[src/rtl/spc_params.svh]
// Constants of the serial port control block: offsets, fields, resets.
// Assumes a 10 MHz clock and a 32-bit classic Wishbone register bus.
`ifndef SPC_PARAMS_SVH
`define SPC_PARAMS_SVH

`define SPC_OFF_STAT      4'h0
`define SPC_OFF_CON1      4'h4
`define SPC_OFF_CON2      4'h8
`define SPC_OFF_BUF       4'hC

`define SPC_STAT_EN_BIT   15
`define SPC_STAT_IDLE_BIT 13
`define SPC_STAT_OVF_BIT  6
`define SPC_STAT_MODE_LSB 2

`define SPC_CON1_MASK     16'h1FFF
`define SPC_CON2_MASK     16'hE003
`define SPC_CON1_RESET    16'h0000
`define SPC_CON2_RESET    16'h0000

`define SPC_MIN_RATIO     10'h002
`define SPC_COUNT_MAX     3'h7
`define SPC_BYTE_LAST     4'h7
`define SPC_WORD_LAST     4'hF

`endif

[src/rtl/spc_pkg.sv]
// Types shared by the serial port control block.
// Assumes spc_params.svh supplies the numeric constants.
package spc_pkg;

   typedef struct packed {
      logic [2:0] unused;
      logic       clock_pin_disable;
      logic       data_out_pin_disable;
      logic       word_width_select;
      logic       input_sample_phase;
      logic       clock_edge_select;
      logic       select_pin_enable;
      logic       clock_polarity_select;
      logic       master_enable;
      logic [2:0] secondary_prescale;
      logic [1:0] primary_prescale;
   } spc_con1_t;

   typedef struct packed {
      logic        framed_mode_enable;
      logic        frame_sync_direction;
      logic        frame_sync_polarity;
      logic [10:0] unused;
      logic        frame_sync_edge;
      logic        fifo_buffer_enable;
   } spc_con2_t;

   typedef struct packed {
      logic sck_o;
      logic sck_oe;
      logic sdo_o;
      logic sdo_oe;
      logic ss_o;
      logic ss_oe;
   } spc_pin_out_t;

   typedef enum logic [1:0] {
      spc_m_idle = 2'b00,
      spc_m_pre  = 2'b01,
      spc_m_bit  = 2'b10
   } spc_mstate_t;

endpackage

[src/rtl/spc_fifo.sv]
// Word FIFO for the serial port; single-entry limit for legacy mode.
// Qualifies push and pop itself with ready and valid; callers need not.
`timescale 1ns/1ns
`default_nettype none

module spc_fifo
   import spc_pkg::*;
#(
   parameter int WIDTH = 16,
   parameter int DEPTH = 8,
   parameter int CW    = $clog2(DEPTH + 1)
)(
   input  wire logic             clk,
   input  wire logic             rst_b,
   input  wire logic             flush,
   input  wire logic             single,
   input  wire logic             in_valid,
   input  wire logic [WIDTH-1:0] in_data,
   output logic                  in_ready,
   output logic                  out_valid,
   output logic [WIDTH-1:0]      out_data,
   input  wire logic             out_ready,
   output logic [CW-1:0]         count
);
   localparam int AW = (DEPTH > 1) ? $clog2(DEPTH) : 1;

   logic [WIDTH-1:0] mem [DEPTH];
   logic [AW-1:0]    wr_ptr;
   logic [AW-1:0]    rd_ptr;
   logic             push;
   logic             pop;

   function automatic logic [AW-1:0] bump(input logic [AW-1:0] p);
      return (p == AW'(DEPTH - 1)) ? '0 : AW'(p + 1'b1);
   endfunction

   // Legacy mode counts as full after one word
   assign in_ready  = single ? (count == '0) : (count != CW'(DEPTH));
   assign out_valid = (count != '0);
   assign out_data  = mem[rd_ptr];
   assign push      = in_valid & in_ready;
   assign pop       = out_valid & out_ready;

   always_ff @(posedge clk) begin
      if (push) begin
         mem[wr_ptr] <= in_data;
      end
   end

   always_ff @(posedge clk or negedge rst_b) begin
      if (!rst_b) begin
         wr_ptr <= '0;
         rd_ptr <= '0;
         count  <= '0;
      end else if (flush) begin
         wr_ptr <= '0;
         rd_ptr <= '0;
         count  <= '0;
      end else begin
         if (push) begin
            wr_ptr <= bump(wr_ptr);
         end
         if (pop) begin
            rd_ptr <= bump(rd_ptr);
         end
         count <= CW'(count + CW'(push) - CW'(pop));
      end
   end

endmodule

`default_nettype wire

[src/rtl/spc_top.sv]
// Serial port control block: Wishbone registers, master clock divider,
// master and slave shift engine, framed sync and pin drivers.
// Assumes pin inputs are already synchronous to clk.
`timescale 1ns/1ns
`default_nettype none
`include "spc_params.svh"

module spc_top
   import spc_pkg::*;
#(
   parameter int DEPTH = 8
)(
   input  wire logic   clk,
   input  wire logic   rst_b,
   input  wire logic   wb_cyc_i,
   input  wire logic   wb_stb_i,
   input  wire logic   wb_we_i,
   input  wire logic [3:0]  wb_adr_i,
   input  wire logic [3:0]  wb_sel_i,
   input  wire logic [31:0] wb_dat_i,
   output logic [31:0] wb_dat_o,
   output logic        wb_ack_o,
   input  wire logic   sck_i,
   input  wire logic   sdi_i,
   input  wire logic   ss_i,
   output spc_pin_out_t pin_out
);
   localparam int CW = $clog2(DEPTH + 1);

   // ==========================================================
   // Declarations
   spc_con1_t   con1;
   spc_con2_t   con2;
   logic        port_enable;
   logic        idle_stop;
   logic        rx_overflow_flag;
   logic [2:0]  int_mode;
   logic        bus_req;
   logic        wr_req;
   logic        rd_buf;
   logic [15:0] wr_merged;
   logic [15:0] stat_rd;
   logic [15:0] rd_value;
   logic        tx_ready;
   logic        tx_valid;
   logic [15:0] tx_head;
   logic [CW-1:0] tx_count;
   logic        rx_ready;
   logic        rx_valid;
   logic [15:0] rx_head;
   logic [CW-1:0] rx_count;
   logic [CW-1:0] elem_count;
   logic        tx_buffer_full_flag;
   logic        rx_buffer_full_flag;
   logic        framed;
   logic        cpol;
   logic        cke_eff;
   logic        wide;
   logic [9:0]  ratio;
   logic [9:0]  half0;
   logic [9:0]  half1;
   spc_mstate_t mst;
   logic        half;
   logic [9:0]  div_cnt;
   logic        m_mode;
   logic        m_tick;
   logic        m_go;
   logic        m_start;
   logic        m_mid;
   logic        m_end;
   logic        m_pulse;
   logic        m_sck;
   logic        frame_in_act;
   logic        s_mode;
   logic        sck_prev;
   logic        lead;
   logic        trail;
   logic        s_busy;
   logic        armed;
   logic        s_drive;
   logic        sel_ok;
   logic        frame_seen;
   logic        s_begin;
   logic        s_start;
   logic        s_abort;
   logic [15:0] shift_register;
   logic [15:0] rx_shift;
   logic [3:0]  bit_idx;
   logic        last_bit;
   logic        engine_busy;
   logic        ev_load;
   logic        ev_shift;
   logic        ev_sample;
   logic        word_done;
   logic        rx_drop;
   logic [15:0] rx_word;
   logic        out_bit;

   // ==========================================================
   // Helpers
   function automatic logic [15:0] lane_merge(input logic [15:0] old,
                                              input logic [31:0] dat,
                                              input logic [3:0]  sel);
      return {sel[1] ? dat[15:8] : old[15:8], sel[0] ? dat[7:0] : old[7:0]};
   endfunction

   function automatic logic [9:0] spc_ratio(input logic [1:0] pp,
                                            input logic [2:0] sp);
      logic [9:0] pri;
      logic [9:0] sec;
      logic [9:0] prod;
      case (pp)
         2'b11:   pri = 10'h001;
         2'b10:   pri = 10'h004;
         2'b01:   pri = 10'h010;
         default: pri = 10'h040;
      endcase
      sec  = 10'(4'h8 - {1'b0, sp});
      prod = 10'(pri * sec);
      // Invalid 1:1 pair runs at the fastest legal rate instead
      if (prod < `SPC_MIN_RATIO) begin
         prod = `SPC_MIN_RATIO;
      end
      return prod;
   endfunction

   // ==========================================================
   // Mode decode
   assign framed   = con2.framed_mode_enable;
   assign cpol     = con1.clock_polarity_select;
   assign cke_eff  = con1.clock_edge_select & ~framed;
   assign wide     = con1.word_width_select;
   assign m_mode   = port_enable & con1.master_enable;
   assign s_mode   = port_enable & ~con1.master_enable;
   assign last_bit = (bit_idx == (wide ? `SPC_WORD_LAST : `SPC_BYTE_LAST));
   assign frame_in_act = (ss_i == con2.frame_sync_polarity);

   // ==========================================================
   // Wishbone slave: one wait state, ack for one cycle
   assign bus_req   = wb_cyc_i & wb_stb_i & ~wb_ack_o;
   assign wr_req    = bus_req & wb_we_i;
   assign rd_buf    = bus_req & ~wb_we_i & (wb_adr_i == `SPC_OFF_BUF);
   assign wr_merged = lane_merge(16'h0000, wb_dat_i, wb_sel_i);

   always_ff @(posedge clk or negedge rst_b) begin
      if (!rst_b) begin
         wb_ack_o <= 1'b0;
         wb_dat_o <= 32'h0000_0000;
      end else begin
         wb_ack_o <= bus_req;
         if (bus_req & ~wb_we_i) begin
            wb_dat_o <= {16'h0000, rd_value};
         end
      end
   end

   always_ff @(posedge clk or negedge rst_b) begin
      if (!rst_b) begin
         con1 <= spc_con1_t'(`SPC_CON1_RESET);
         con2 <= spc_con2_t'(`SPC_CON2_RESET);
      end else if (wr_req) begin
         if (wb_adr_i == `SPC_OFF_CON1) begin
            con1 <= spc_con1_t'(lane_merge(con1, wb_dat_i, wb_sel_i)
                                & `SPC_CON1_MASK);
         end
         if (wb_adr_i == `SPC_OFF_CON2) begin
            con2 <= spc_con2_t'(lane_merge(con2, wb_dat_i, wb_sel_i)
                                & `SPC_CON2_MASK);
         end
      end
   end

   always_ff @(posedge clk or negedge rst_b) begin
      if (!rst_b) begin
         port_enable <= 1'b0;
         idle_stop   <= 1'b0;
         int_mode    <= 3'h0;
      end else if (wr_req && (wb_adr_i == `SPC_OFF_STAT)) begin
         if (wb_sel_i[1]) begin
            port_enable <= wb_dat_i[`SPC_STAT_EN_BIT];
            idle_stop   <= wb_dat_i[`SPC_STAT_IDLE_BIT];
         end
         if (wb_sel_i[0]) begin
            int_mode <= wb_dat_i[`SPC_STAT_MODE_LSB +: 3];
         end
      end
   end

   // Overflow is clear-only from software; a new drop wins the cycle
   always_ff @(posedge clk or negedge rst_b) begin
      if (!rst_b) begin
         rx_overflow_flag <= 1'b0;
      end else if (rx_drop) begin
         rx_overflow_flag <= 1'b1;
      end else if (wr_req && (wb_adr_i == `SPC_OFF_STAT) && wb_sel_i[0]
                   && !wb_dat_i[`SPC_STAT_OVF_BIT]) begin
         rx_overflow_flag <= 1'b0;
      end
   end

   // ==========================================================
   // Status and read mux
   assign tx_buffer_full_flag = ~tx_ready;
   assign rx_buffer_full_flag = ~rx_ready;
   assign elem_count = con1.master_enable ? tx_count : rx_count;

   assign stat_rd = {port_enable, 1'b0, idle_stop, 2'b00,
                     (elem_count > CW'(`SPC_COUNT_MAX)) ? `SPC_COUNT_MAX
                                                        : elem_count[2:0],
                     ~engine_busy, rx_overflow_flag, ~rx_valid, int_mode,
                     tx_buffer_full_flag, rx_buffer_full_flag};

   always_comb begin
      case (wb_adr_i)
         `SPC_OFF_STAT: rd_value = stat_rd;
         `SPC_OFF_CON1: rd_value = con1;
         `SPC_OFF_CON2: rd_value = con2;
         `SPC_OFF_BUF:  rd_value = rx_valid ? rx_head : 16'h0000;
         default:       rd_value = 16'h0000;
      endcase
   end

   // ==========================================================
   // Holding buffers; single entry unless the FIFO mode is on
   spc_fifo #(
      .WIDTH (16),
      .DEPTH (DEPTH),
      .CW    (CW)
   ) tx_holding_buffer (
      .clk       (clk),
      .rst_b     (rst_b),
      .flush     (~port_enable),
      .single    (~con2.fifo_buffer_enable),
      .in_valid  (wr_req && (wb_adr_i == `SPC_OFF_BUF)),
      .in_data   (wr_merged),
      .in_ready  (tx_ready),
      .out_valid (tx_valid),
      .out_data  (tx_head),
      .out_ready (ev_load),
      .count     (tx_count)
   );

   spc_fifo #(
      .WIDTH (16),
      .DEPTH (DEPTH),
      .CW    (CW)
   ) rx_holding_buffer (
      .clk       (clk),
      .rst_b     (rst_b),
      .flush     (~port_enable),
      .single    (~con2.fifo_buffer_enable),
      .in_valid  (word_done),
      .in_data   (rx_word),
      .in_ready  (rx_ready),
      .out_valid (rx_valid),
      .out_data  (rx_head),
      .out_ready (rd_buf),
      .count     (rx_count)
   );

   assign rx_drop = word_done & ~rx_ready;

   // ==========================================================
   // Master clock generator
   assign ratio   = spc_ratio(con1.primary_prescale,
                              con1.secondary_prescale);
   assign half0   = ratio >> 1;
   assign half1   = 10'(ratio - half0);
   assign m_tick  = (div_cnt == 10'h001);
   assign m_go    = ~framed | ~con2.frame_sync_direction | frame_in_act;
   assign m_start = m_mode & (mst == spc_m_idle) & tx_valid & m_go;
   assign m_mid   = (mst == spc_m_bit) & ~half & m_tick;
   assign m_end   = (mst == spc_m_bit) & half & m_tick;

   always_ff @(posedge clk or negedge rst_b) begin
      if (!rst_b) begin
         mst     <= spc_m_idle;
         half    <= 1'b0;
         div_cnt <= 10'h001;
      end else if (!m_mode) begin
         mst     <= spc_m_idle;
         half    <= 1'b0;
      end else begin
         case (mst)
            spc_m_idle: begin
               if (m_start) begin
                  mst     <= (framed & ~con2.frame_sync_edge) ? spc_m_pre
                                                             : spc_m_bit;
                  half    <= 1'b0;
                  div_cnt <= half0;
               end
            end
            spc_m_pre, spc_m_bit: begin
               if (m_tick) begin
                  half    <= ~half;
                  div_cnt <= half ? half0 : half1;
                  if (half && (mst == spc_m_pre)) begin
                     mst <= spc_m_bit;
                  end else if (half && last_bit) begin
                     mst <= spc_m_idle;
                  end
               end else begin
                  div_cnt <= 10'(div_cnt - 10'h001);
               end
            end
            default: mst <= spc_m_idle;
         endcase
      end
   end

   // Clock active in first half when data changes on the leading edge
   assign m_sck   = (mst == spc_m_idle) ? cpol
                                        : cpol ^ (cke_eff ? half : ~half);
   assign m_pulse = framed & ~con2.frame_sync_direction &
                    ((mst == spc_m_pre) |
                     (con2.frame_sync_edge & (mst == spc_m_bit) &
                      (bit_idx == 4'h0)));

   // ==========================================================
   // Slave edge detection and framing
   assign lead    = (sck_prev == cpol) & (sck_i != cpol);
   assign trail   = (sck_prev != cpol) & (sck_i == cpol);
   assign sel_ok  = ~con1.select_pin_enable | ~ss_i;
   assign frame_seen = con2.frame_sync_direction ? frame_in_act : s_drive;
   assign s_begin = framed ? (con2.frame_sync_edge ? frame_seen : armed)
                           : sel_ok;
   assign s_start = s_mode & ~s_busy & lead & s_begin;
   assign s_abort = s_mode & ~framed & con1.select_pin_enable & ss_i;

   always_ff @(posedge clk or negedge rst_b) begin
      if (!rst_b) begin
         sck_prev <= 1'b0;
         s_busy   <= 1'b0;
      end else begin
         sck_prev <= sck_i;
         if (!s_mode || s_abort) begin
            s_busy <= 1'b0;
         end else if (s_start) begin
            s_busy <= 1'b1;
         end else if (word_done) begin
            s_busy <= 1'b0;
         end
      end
   end

   // Frame pulse seen one clock ahead of the word when edge bit is clear
   always_ff @(posedge clk or negedge rst_b) begin
      if (!rst_b) begin
         armed   <= 1'b0;
         s_drive <= 1'b0;
      end else begin
         if (!s_mode || !framed || s_start) begin
            armed <= 1'b0;
         end else if (~s_busy & lead & ~con2.frame_sync_edge & frame_seen) begin
            armed <= 1'b1;
         end
         s_drive <= s_mode & framed & ~con2.frame_sync_direction &
                    ~s_busy & ~armed & ~(lead & s_drive);
      end
   end

   // ==========================================================
   // Shared shift engine
   assign engine_busy = m_mode ? (mst != spc_m_idle) : s_busy;
   assign ev_load     = m_start | s_start;
   assign ev_shift    = m_mode ? (m_end & ~last_bit)
                               : (s_busy & (cke_eff ? trail : lead));
   assign ev_sample   = m_mode ?
                        (con1.input_sample_phase ? m_end : m_mid) :
                        (cke_eff ? ((s_busy | s_start) & lead)
                                 : (s_busy & trail));
   assign word_done   = ev_sample & last_bit;
   assign rx_word     = wide ? {rx_shift[14:0], sdi_i}
                             : {8'h00, rx_shift[6:0], sdi_i};
   assign out_bit     = wide ? shift_register[15] : shift_register[7];

   // Idle engine keeps the next word on the pin for a leading-edge slave
   always_ff @(posedge clk or negedge rst_b) begin
      if (!rst_b) begin
         shift_register <= 16'h0000;
         bit_idx        <= 4'h0;
      end else if (ev_load) begin
         shift_register <= tx_valid ? tx_head : 16'h0000;
         bit_idx        <= 4'h0;
      end else if (ev_shift) begin
         shift_register <= {shift_register[14:0], 1'b0};
         bit_idx        <= 4'(bit_idx + 4'h1);
      end else if (!engine_busy) begin
         shift_register <= tx_valid ? tx_head : 16'h0000;
         bit_idx        <= 4'h0;
      end
   end

   always_ff @(posedge clk or negedge rst_b) begin
      if (!rst_b) begin
         rx_shift <= 16'h0000;
      end else if (ev_sample) begin
         rx_shift <= {rx_shift[14:0], sdi_i};
      end
   end

   // ==========================================================
   // Pin drivers; a disabled port releases every pin
   always_ff @(posedge clk or negedge rst_b) begin
      if (!rst_b) begin
         pin_out <= '0;
      end else begin
         pin_out.sck_oe <= m_mode & ~con1.clock_pin_disable;
         pin_out.sck_o  <= m_sck;
         pin_out.sdo_oe <= port_enable & ~con1.data_out_pin_disable &
                           (m_mode | framed | sel_ok);
         pin_out.sdo_o  <= out_bit;
         pin_out.ss_oe  <= port_enable & framed &
                           ~con2.frame_sync_direction;
         pin_out.ss_o   <= con2.frame_sync_polarity ^
                           ~(m_mode ? m_pulse : s_drive);
      end
   end

endmodule

`default_nettype wire

[config.mk]
export PLATFORM = sky130hd
export DESIGN_NAME = spc_top
export DESIGN_NICKNAME = d
export VERILOG_FILES = /design/src/rtl/spc_pkg.sv /design/src/rtl/spc_fifo.sv /design/src/rtl/spc_top.sv
export VERILOG_INCLUDE_DIRS = /design/src /design/src/rtl
export SDC_FILE = /design/constraint.sdc
export NUM_CORES = 1
export LEC_CHECK = 0
export ABC_AREA = 1
export BUFFER_PORTS_ARGS = -buffer_cell sky130_fd_sc_hd__buf_2
export CAP_MARGIN = 20
export CORE_AREA = 2 2 218 220
export DETAILED_ROUTE_END_ITERATION = 7
export DIE_AREA = 0 0 220 222
export SLEW_MARGIN = 20
export SYNTH_ARGS = -nofsm -noshare
export SYNTH_HDL_FRONTEND = slang
export SYNTH_HIERARCHICAL = 1
export SYNTH_SLANG_ARGS = --single-unit
export TNS_END_PERCENT = 10
[constraint.sdc]
create_clock -name clk -period 5.6 [get_ports clk]
set_clock_uncertainty 0.2 [all_clocks]
set_input_delay 0.28 -clock clk [delete_from_list [all_inputs] [get_ports clk]]
set_output_delay 0.28 -clock clk [all_outputs]
set_load 0.05 [all_outputs]
# Word-level counts from Yosys, hierarchy flattened
# Memories as Yosys holds them, arrays and structs flattened.
# Index checks and enable logic that the tools add are counted.
# totals
ram_bits,256
latch_bits,0
word_cells,279
output_inout_bits,39
regBits,119
in_bits,48
mem_count,2
rom_bits,0
# memory_table
name,depth,width,rd,rd_ports_with_merged_regs,wr,line_no,source
rx_holding_buffer.mem,8,16,1,0,1,spc_fifo.sv:27,logic [WIDTH-1:0] mem [DEPTH];
tx_holding_buffer.mem,8,16,1,0,1,spc_fifo.sv:27,
# classes
n_reduce_logical,34
n_div,0
shifts,0
magnitude_cmp,2
n_mux,72
multipliers,1
addsub,12
eq_ne,31
n_bitwise,82
# ops
op,count
$mux W16,6
$pmux W16 S4,1
$and A1 B1 Y1,52
$mux W10,4
$mux W3,13
$mux W1,29
$mux W4,7
$pmux W7 S3,1
$reduce_and A3 Y1,7
$not A1 Y1,20
$pmux W10 S2,1
$logic_not A4 Y1,4
$mux W8,2
$add A3 B1 Y3 const B,4
$eq A3 B3 Y1 const B,4
$mux W2,6
$ne A4 B4 Y1 const B,3
$eq A10 B1 Y1 const B,1
$lt A10 B2 Y1 const B,1
$mul A8 B5 Y10,1
$sub A10 B1 Y10 const B,1
$sub A10 B9 Y10,1
$add A4 B1 Y4,2
$eq A4 B4 Y1 const B,2
other kinds (27),61

# Longest topological paths before layout
# Gate-level depths: netlist of run 1.
# depth
word_depth,14
ltp_mapped,38
ltp_nobuf,38

# Cells and area by module
# Netlist of run 1, hierarchy kept.
# by_module_without_submodules
module,seq_area_each_um2,area_per_inst_um2,cells_per_inst,n_inst
spc_fifo,4093.9,5809.3,513,2
spc_top,2478.6,6751.5,928,1

# Least setup slack after synthesis of run 1
# Ideal clock, no wire load.
# synth_path
kind,register -> register
from,reg con1[2] (netlist bit)
to,reg div_cnt[6]
stages_incl_launch_ff,33
setup_time_ns,0.126
synth_period_minus_slack_ns,4.789
required_ns,5.274
n_path_buf,0
path_slack_ns,0.811
arrival_ns,4.463
path_cell_list,dfrtp_1 inv_1 ha_1 inv_1 nor2_1 ha_1 inv_1 fa_1 inv_1 ha_1 nand3_1 nand2_1 nand2_1 nand2_1 xor2_1 inv_1 ha_1 nand2_1 nor2_1 nand2_1 nor2_1 nand3_1 o21ai_0 ha_1 fa_1 o21ai_0 nand2_1 nand3_1 nand2_1 o21ai_0 nand2_1 nand2_1 o21ai_0
# synth_between
elab_chain_len,8
word_cells_on_any_way,9
classes_between,add/sub (2); mul (1); order compare (1); mux (5)
# synth_lines
item,line_no,source
from (decl),spc_top.sv:32,spc_con1_t con1;
from (signal assigned),spc_top.sv:159,con1 <= spc_con1_t'(`SPC_CON1_RESET);
from (signal assigned),spc_top.sv:163,"con1 <= spc_con1_t'(lane_merge(con1, wb_dat_i, wb_sel_i)"
$sub A4 B3 Y5 (*),spc_top.sv:118,"sec = 10'(4'h8 - {1'b0, sp});"
$mul A8 B5 Y10 (*),spc_top.sv:119,prod = 10'(pri * sec);
$lt A10 B2 Y1 (no line),--,
$mux W10 (*),spc_top.sv:121,if (prod < `SPC_MIN_RATIO) begin
$sub A10 B9 Y10,spc_top.sv:268,assign half1 = 10'(ratio - half0);
$mux W10,spc_top.sv:296,div_cnt <= half ? half0 : half1;
$mux W10,spc_top.sv:294,if (m_tick) begin
$pmux W10 S2 (*),spc_top.sv:284,case (mst)
to (signal assigned),spc_top.sv:290,div_cnt <= half0;
to (signal assigned),spc_top.sv:296,
to (signal assigned),spc_top.sv:303,div_cnt <= 10'(div_cnt - 10'h001);
to (decl),spc_top.sv:64,logic [9:0] div_cnt;
# Mark *: on every way between the ends. The rest lies on a longest branch, timed or not. The select of a mux whose other input is x is not followed.
# A chain may end at the register's enable or synchronous reset.

# Worst setup path in the final report of run 1
# Same ends and word-level chain as after synthesis.

==> results of run 1 <==
[sequential cells by signal, indices dropped and copies added, names as in the netlist, 6 cells and up]
name and flops:
shift_register 16, rx_shift 15, pin_out 6, wb_dat_o 16, rx_holding_buffer/mem 128, div_cnt 10
con1 11, tx_holding_buffer/mem 128
[final cells by class]
cell class,instances,share of cell area
Sequential cell,375,0.516
Multi-Input combinational cell,1336,0.320
Clock buffer,51,0.0544
Tap cell,607,0.0367
Timing Repair Buffer,104,0.0345
Inverter,166,0.0303
Clock inverter,27,0.00835
[layout by cell type (no fill, tap or decap), types with 5 or more instances in the layout]
cell type and count:
xnor2_1 8, nand3_2 5, a21oi_1 40, o21ai_1 120, inv_2 7, nor3_1 9, o22ai_1 6, buf_4 29
conb_1 16, clkinvlp_4 7, inv_1 153, dlygate4sd3_1 23, fa_1 5, buf_2 51, nand2_2 16, clkbuf_1 6
nor2_2 5, clkinv_1 14, nor2_1 331, ha_1 48, clkbuf_16 43, clkinv_2 6, nand3b_1 15, o21ai_0 72
dfrtp_1 116, edfxtp_1 256, nand4_1 14, nor3_2 17, xor2_1 9, nand2_1 468, nand3_1 86
[logic make-up after synthesis]
group	Yosys count	synth area share
adders and majority gates	53	0.0381
AOI/OAI and AO/OA	262	0.0757
xor gates and xnor gates	18	0.00858
buffers and inverters	258	0.0679
DFF	375	0.581
muxes	8	0.00463
other	1	0.000204
and+or+nand+nor	979	0.224
[power groups by stage]
stage / Combinational [uW] / Clock [uW] / Sequential, uW
global route: 660 / 2760 / 3010
detailed placement: 561 / 0 / 3070
finish: 580 / 2600 / 3010
CTS: 576 / 2660 / 3010
floorplan: 413 / 0 / 3070
global placement: 555 / 0 / 3070
[per-layer routing]
metal	vias up	part of all wire	track usage	wire length (microns)
met5	-	0.00028	0	13
met4	2	0.038	0.0818	1770
met3	91	0.052	0.0300	2420
met2	326	0.47	0.316	21800
met1	6352	0.44	0.254	20100
li1	6564	-	-	-
[stage by stage]
step                      area [sq um]  utilization  power, uW
after floorplan                  18400            -       3490
after global placement           19100        0.414       3620
after detailed placement         19100        0.414       3630
after CTS                        20700        0.447       6250
after global routing             20700        0.447       6430
final                            20700        0.447       6190
[worst max-delay path by stage]
stage / end / slack, ns / cells after the start
4_1_cts: div_cnt[6]$_DFFE_PN0P_ / 0.21 / 32
2_1_floorplan: div_cnt[6]$_DFFE_PN0P_ / 0.81 / 32
6_report: div_cnt[6]$_DFFE_PN0P_ / 0.58 / 34
5_1_grt: div_cnt[8]$_DFFE_PN0P_ / 0.07 / 34
3_3_place_gp: div_cnt[6]$_DFFE_PN0P_ / 0.31 / 32
3_5_place_dp: div_cnt[6]$_DFFE_PN0P_ / 0.22 / 32
[worst max-delay path: cells and delay by family, from the launching register on]
kind / cells / cell delay (ns)
adders and majority gates: 7 / 2.09
DFF: 1 / 0.44
and+or+nand+nor: 19 / 1.38
AOI/OAI and AO/OA: 3 / 0.41
buffers and inverters: 5 / 0.38
[timing repair]
action / CTS / global route
hold buffers: 23 / 0
setup endpoints to repair: 0 / 3
endpoints found under the hold margin: 176 / 0
gates resized for setup: 0 / 6
==> results.yml, run 1 <==
grt:
  grt_overflow: 0
  grt_max_degree: 67
  grt_pass1_vias: 13100
  antenna_found_initial: 1
  grt_use_total: 0.193
  grt_first_pass_wirelength_microns: 73000
power:
  pwr-share-comb: 0.094
  power_frac_clock: 0.420
  intPower_uw: 4600
  power_density_nw_per_um2: 299
  p_leak_uw: 0.00903
  power_switching_uw: 1590
  ir_worst_vdd_uv: 278
  power_frac_seq: 0.487
  swShare: 0.257
yosys:
  yosys_warnings: 6
  syn_area_sq_um: 18400
  synth.top_cells.by_area: "edfxtp_1 42%, dfrtp_1 16%, nand2_1 9.6%, nor2_1 6.8%, ha_1 3.3%"
  syn_area_per_cell_sq_um: 9.40
  syn_inst: 1954
  synth_top_area_frac: 0.418
  synth_commonest_cells: "468 x nand2_1, 331 x nor2_1, 256 x edfxtp_1"
  ys_seq_area_frac: 0.581
  synth_top_cell_by_area: "edfxtp_1"
  yosys_most_used_dff: "edfxtp_1"
  synth-edff-count: 256
  synth-async-reset-ratio: 0.317
  yosysUniqueCellTypes: 58
  ys_seq_elements: 375
  yosysMostFrequentCell: "nand2_1"
setup_path:
  rr_worst_depth: 34
  r2r_end: "div_cnt[6]$_DFFE_PN0P_"
  crit_start: "con1[2]$_DFFE_PN0P_"
  worstPathArrival_ns: 5.28
  cp_max_fo: 6
  reg2reg_slack_ns: 0.58
  crit_slowest_cell: "fa_1"
  setup.worst_path.start_class: "flop"
  crit_required_ns: 5.85
  cp_common_cell: "nand2_1"
  cp-end-kind: "flop"
  max_stage_delay_ns: 0.51
  worstReg2RegStart: "con1[2]$_DFFE_PN0P_"
  critPathKind: "flop to flop"
layout:
  area_growth_pct: 12.6
  seqCellArea_sq_um: 10700
  layout.nets: 2126
  n_antenna_cell: 0
  layout-drive-gt1-share: 0.107
  multiInputGateArea_sq_um: 6610
  n_fill_cell: 4421
  final_cells: 2666
routing:
  num_vias: 13300
  drtIter0Drc: 996
  antenna_left: 0
  wl_microns: 46200
  drt-wirelength-per-cell_microns: 17.3
  drc: 0
  viasPerCell: 5.00
  first_pass_iters: 7
floorplan:
  dieArea_sq_um: 48800
  die_w_microns: 220
  fp.dieH_microns: 222
  io_pins: 87
  rows: 79
  coreArea_sq_um: 46300
  initial_core_util: 0.397
timing:
  fin_hold_ws_ns: 0.0298
  drv_slew: 0
  setup_ws_ns: 0.578
  worstMarginPinSlew_ns: 0.892
  max_slew_margin: 0.405
  rsz0062_at_grt: "no"
  hold_violations: 0
  finalCriticalPeriod_ns: 5.02
  tns_ns: 0
  setup_viol: 0
  fmax_ghz: 0.199
  fin_crit_sh: 0.897
run:
  drv_cap: 0
clocking:
  path_clk_slew_ns: 0.06
  clk_latency_ns: 0.57
  cts_setup_buffers: 0
  cts_tree: "built"
  h-tree-depth: 2
  ctsLongestPathBuffers: 3
  numClockSinks: 375
  cts_buffers: 42
  clockRootBuffer: "clkbuf_16"
min_path:
  hp-class: "primary input to flop"
  worstHoldStart: "ss_i"
  min_to: "pin_out[2]$_DFF_PN0_"
  hold_depth: 4
outcome:
  status: "finished, final reports clean"
place:
  io_buffers: 52
  dp.cells: 2565
  place_congestion: 0.858
  dp_hpwl_microns: 29400
  dpl_worst_slack_ns: 0.223
(Power assumes the default switching activity.)
==> run 2, diff against run 1 <==
Settings changed: CORE_AREA 2 2 218 220 to 2 2 233 235, DIE_AREA 0 0 220 222 to 0 0 235 237.
==> run 2 against run 1 <==
Net effect: final cell count grew 3.3%; sequential power barely moved; global-route usage down 2.5 points; critical endpoint unchanged; largest power group unchanged.
==> results.yml, run 2 (synthesis gave the netlist of run 1 again) <==
run:
  drv_cap: 0
setup_path:
  cp-end-kind: "flop"
  critPathKind: "flop to flop"
  path_delay_family: "adder cells"
  cp_common_cell: "nand2_1"
  worstPathArrival_ns: 5.37
  setup.worst_path.start_class: "flop"
  worst-path-buf-inv: 5
  crit_required_ns: 5.84
  reg2reg_slack_ns: 0.47
  cp_max_fo: 6
  crit_slowest_cell: "fa_1"
  max_stage_delay_ns: 0.50
outcome:
  status: "finished, final reports clean"
routing:
  num_vias: 13400
  drtIter0Drc: 1095
  antenna_left: 0
  drt-wirelength-per-cell_microns: 17.0
  wl_microns: 46900
  viasPerCell: 4.88
  first_pass_iters: 5
  drc: 0
grt:
  grt_pass1_vias: 13200
  grt_overflow: 0
  grt_first_pass_wirelength_microns: 73300
  antenna_found_initial: 0
  grt_use_total: 0.169
  grt_max_degree: 74
timing:
  fin_crit_sh: 0.916
  finalCriticalPeriod_ns: 5.13
  worstMarginPinSlew_ns: 0.896
  max_slew_margin: 0.402
  hold_violations: 0
  drv_slew: 0
  rsz0062_at_grt: "no"
  fmax_ghz: 0.195
  setup_ws_ns: 0.471
  setup_viol: 0
  tns_ns: 0
place:
  dpl_cell_area_sq_um: 19200
  dpl_worst_slack_ns: 0.194
  io_buffers: 52
  dp_hpwl_microns: 30100
  dp.cells: 2655
  place_congestion: 0.851
floorplan:
  fp.dieH_microns: 237
  coreArea_sq_um: 53300
  initial_core_util: 0.345
  rows: 85
  io_pins: 87
  dieArea_sq_um: 55700
  die_w_microns: 235
layout:
  mostFrequentLayoutCells: "468 x nand2_1, 331 x nor2_1, 256 x edfxtp_1"
  area_growth_pct: 13.4
  top_regs: "rx_holding_buffer/mem: 128 flops, tx_holding_buffer/mem: 128 flops"
  n_antenna_cell: 0
  fin_area_sq_um: 20800
  multiInputGateArea_sq_um: 6610
  layout.nets: 2126
  seqCellArea_sq_um: 10700
  n_fill_cell: 5195
  final_cells: 2754
  layout-drive-gt1-share: 0.104
  final_common_cell: "nand2_1"
clocking:
  cts_setup_buffers: 0
  cts_tree: "built"
  numClockSinks: 375
  h-tree-depth: 2
  cts_buffers: 41
  clk_latency_ns: 0.57
  path_clk_slew_ns: 0.06
  clockRootBuffer: "clkbuf_16"
  ctsLongestPathBuffers: 3
power:
  p_total_uw: 6290
  p_leak_uw: 0.00905
  ir_worst_vdd_uv: 261
  power_density_nw_per_um2: 302
min_path:
  hp-class: "primary input to flop"
-- run 2: cell type report --
| class | instances | area share |
|---|---|---|
| Sequential cell | 375 | 0.512 |
| Multi-Input combinational cell | 1336 | 0.317 |
| Clock buffer | 52 | 0.0533 |
| Tap cell | 696 | 0.0418 |
| Timing Repair Buffer | 105 | 0.0347 |
| Inverter | 166 | 0.0301 |
| Clock inverter | 24 | 0.0108 |
-- run 2: what timing repair did --
item,4_1_cts,5_1_grt
hold buffers,23,0
endpoints found under the hold margin,164,0
setup endpoints to repair,0,4
gates resized for setup,0,6
-- run 2: layer usage --
layer	GRT usage	part of all wire	vias to the layer above	wire length [microns]
met4	0.0650	0.033	0	1570
met3	0.0302	0.056	84	2610
met2	0.281	0.47	341	22200
met5	0	0	-	0
li1	-	-	6567	-
met1	0.218	0.44	6451	20600
-- run 2: power breakdown --
part,switching (uW),leakage [uW],internal (uW)
logic,414,0.00451,170
registers,27.7,0.00390,2980
clock network,1110,0.000636,1590
-- run 2: per-stage QoR --
stage / util / hold WS [ns]
floorplan: - / -0.216
global route: 0.391 / 0.0388
CTS: 0.391 / 0.00816
global placement: 0.361 / 0.154
finish: 0.391 / 0.0309
detailed placement: 0.361 / 0.154
-- run 2: worst register-to-register path: cells and delay by family, from the launching register on --
kind	cells	cell delay, ns
flip-flops	1	0.41
AND/OR/NAND/NOR	19	1.48
adder cells (fa/ha/maj)	7	2.12
AO/OA/AOI/OAI	3	0.42
buffers and inverters	5	0.36
-- run 2: final timing paths --
kind,startpoint,end,cells past startpoint
max in group asynchronous,rst_b,shift_register[1]$_DFFE_PN0P_,3
worst min register to register,con1[11]$_DFFE_PN0P_,pin_out[2]$_DFF_PN0_,1
worst max register to register,con1[2]$_DFFE_PN0P_,div_cnt[6]$_DFFE_PN0P_,34
worst min-delay path,wb_sel_i[0],con2[0]$_DFFE_PN0P_,3
min in group asynchronous,rst_b,wb_dat_o[4]$_DFFE_PN0P_,2
worst max-delay path,con1[2]$_DFFE_PN0P_,div_cnt[6]$_DFFE_PN0P_,34
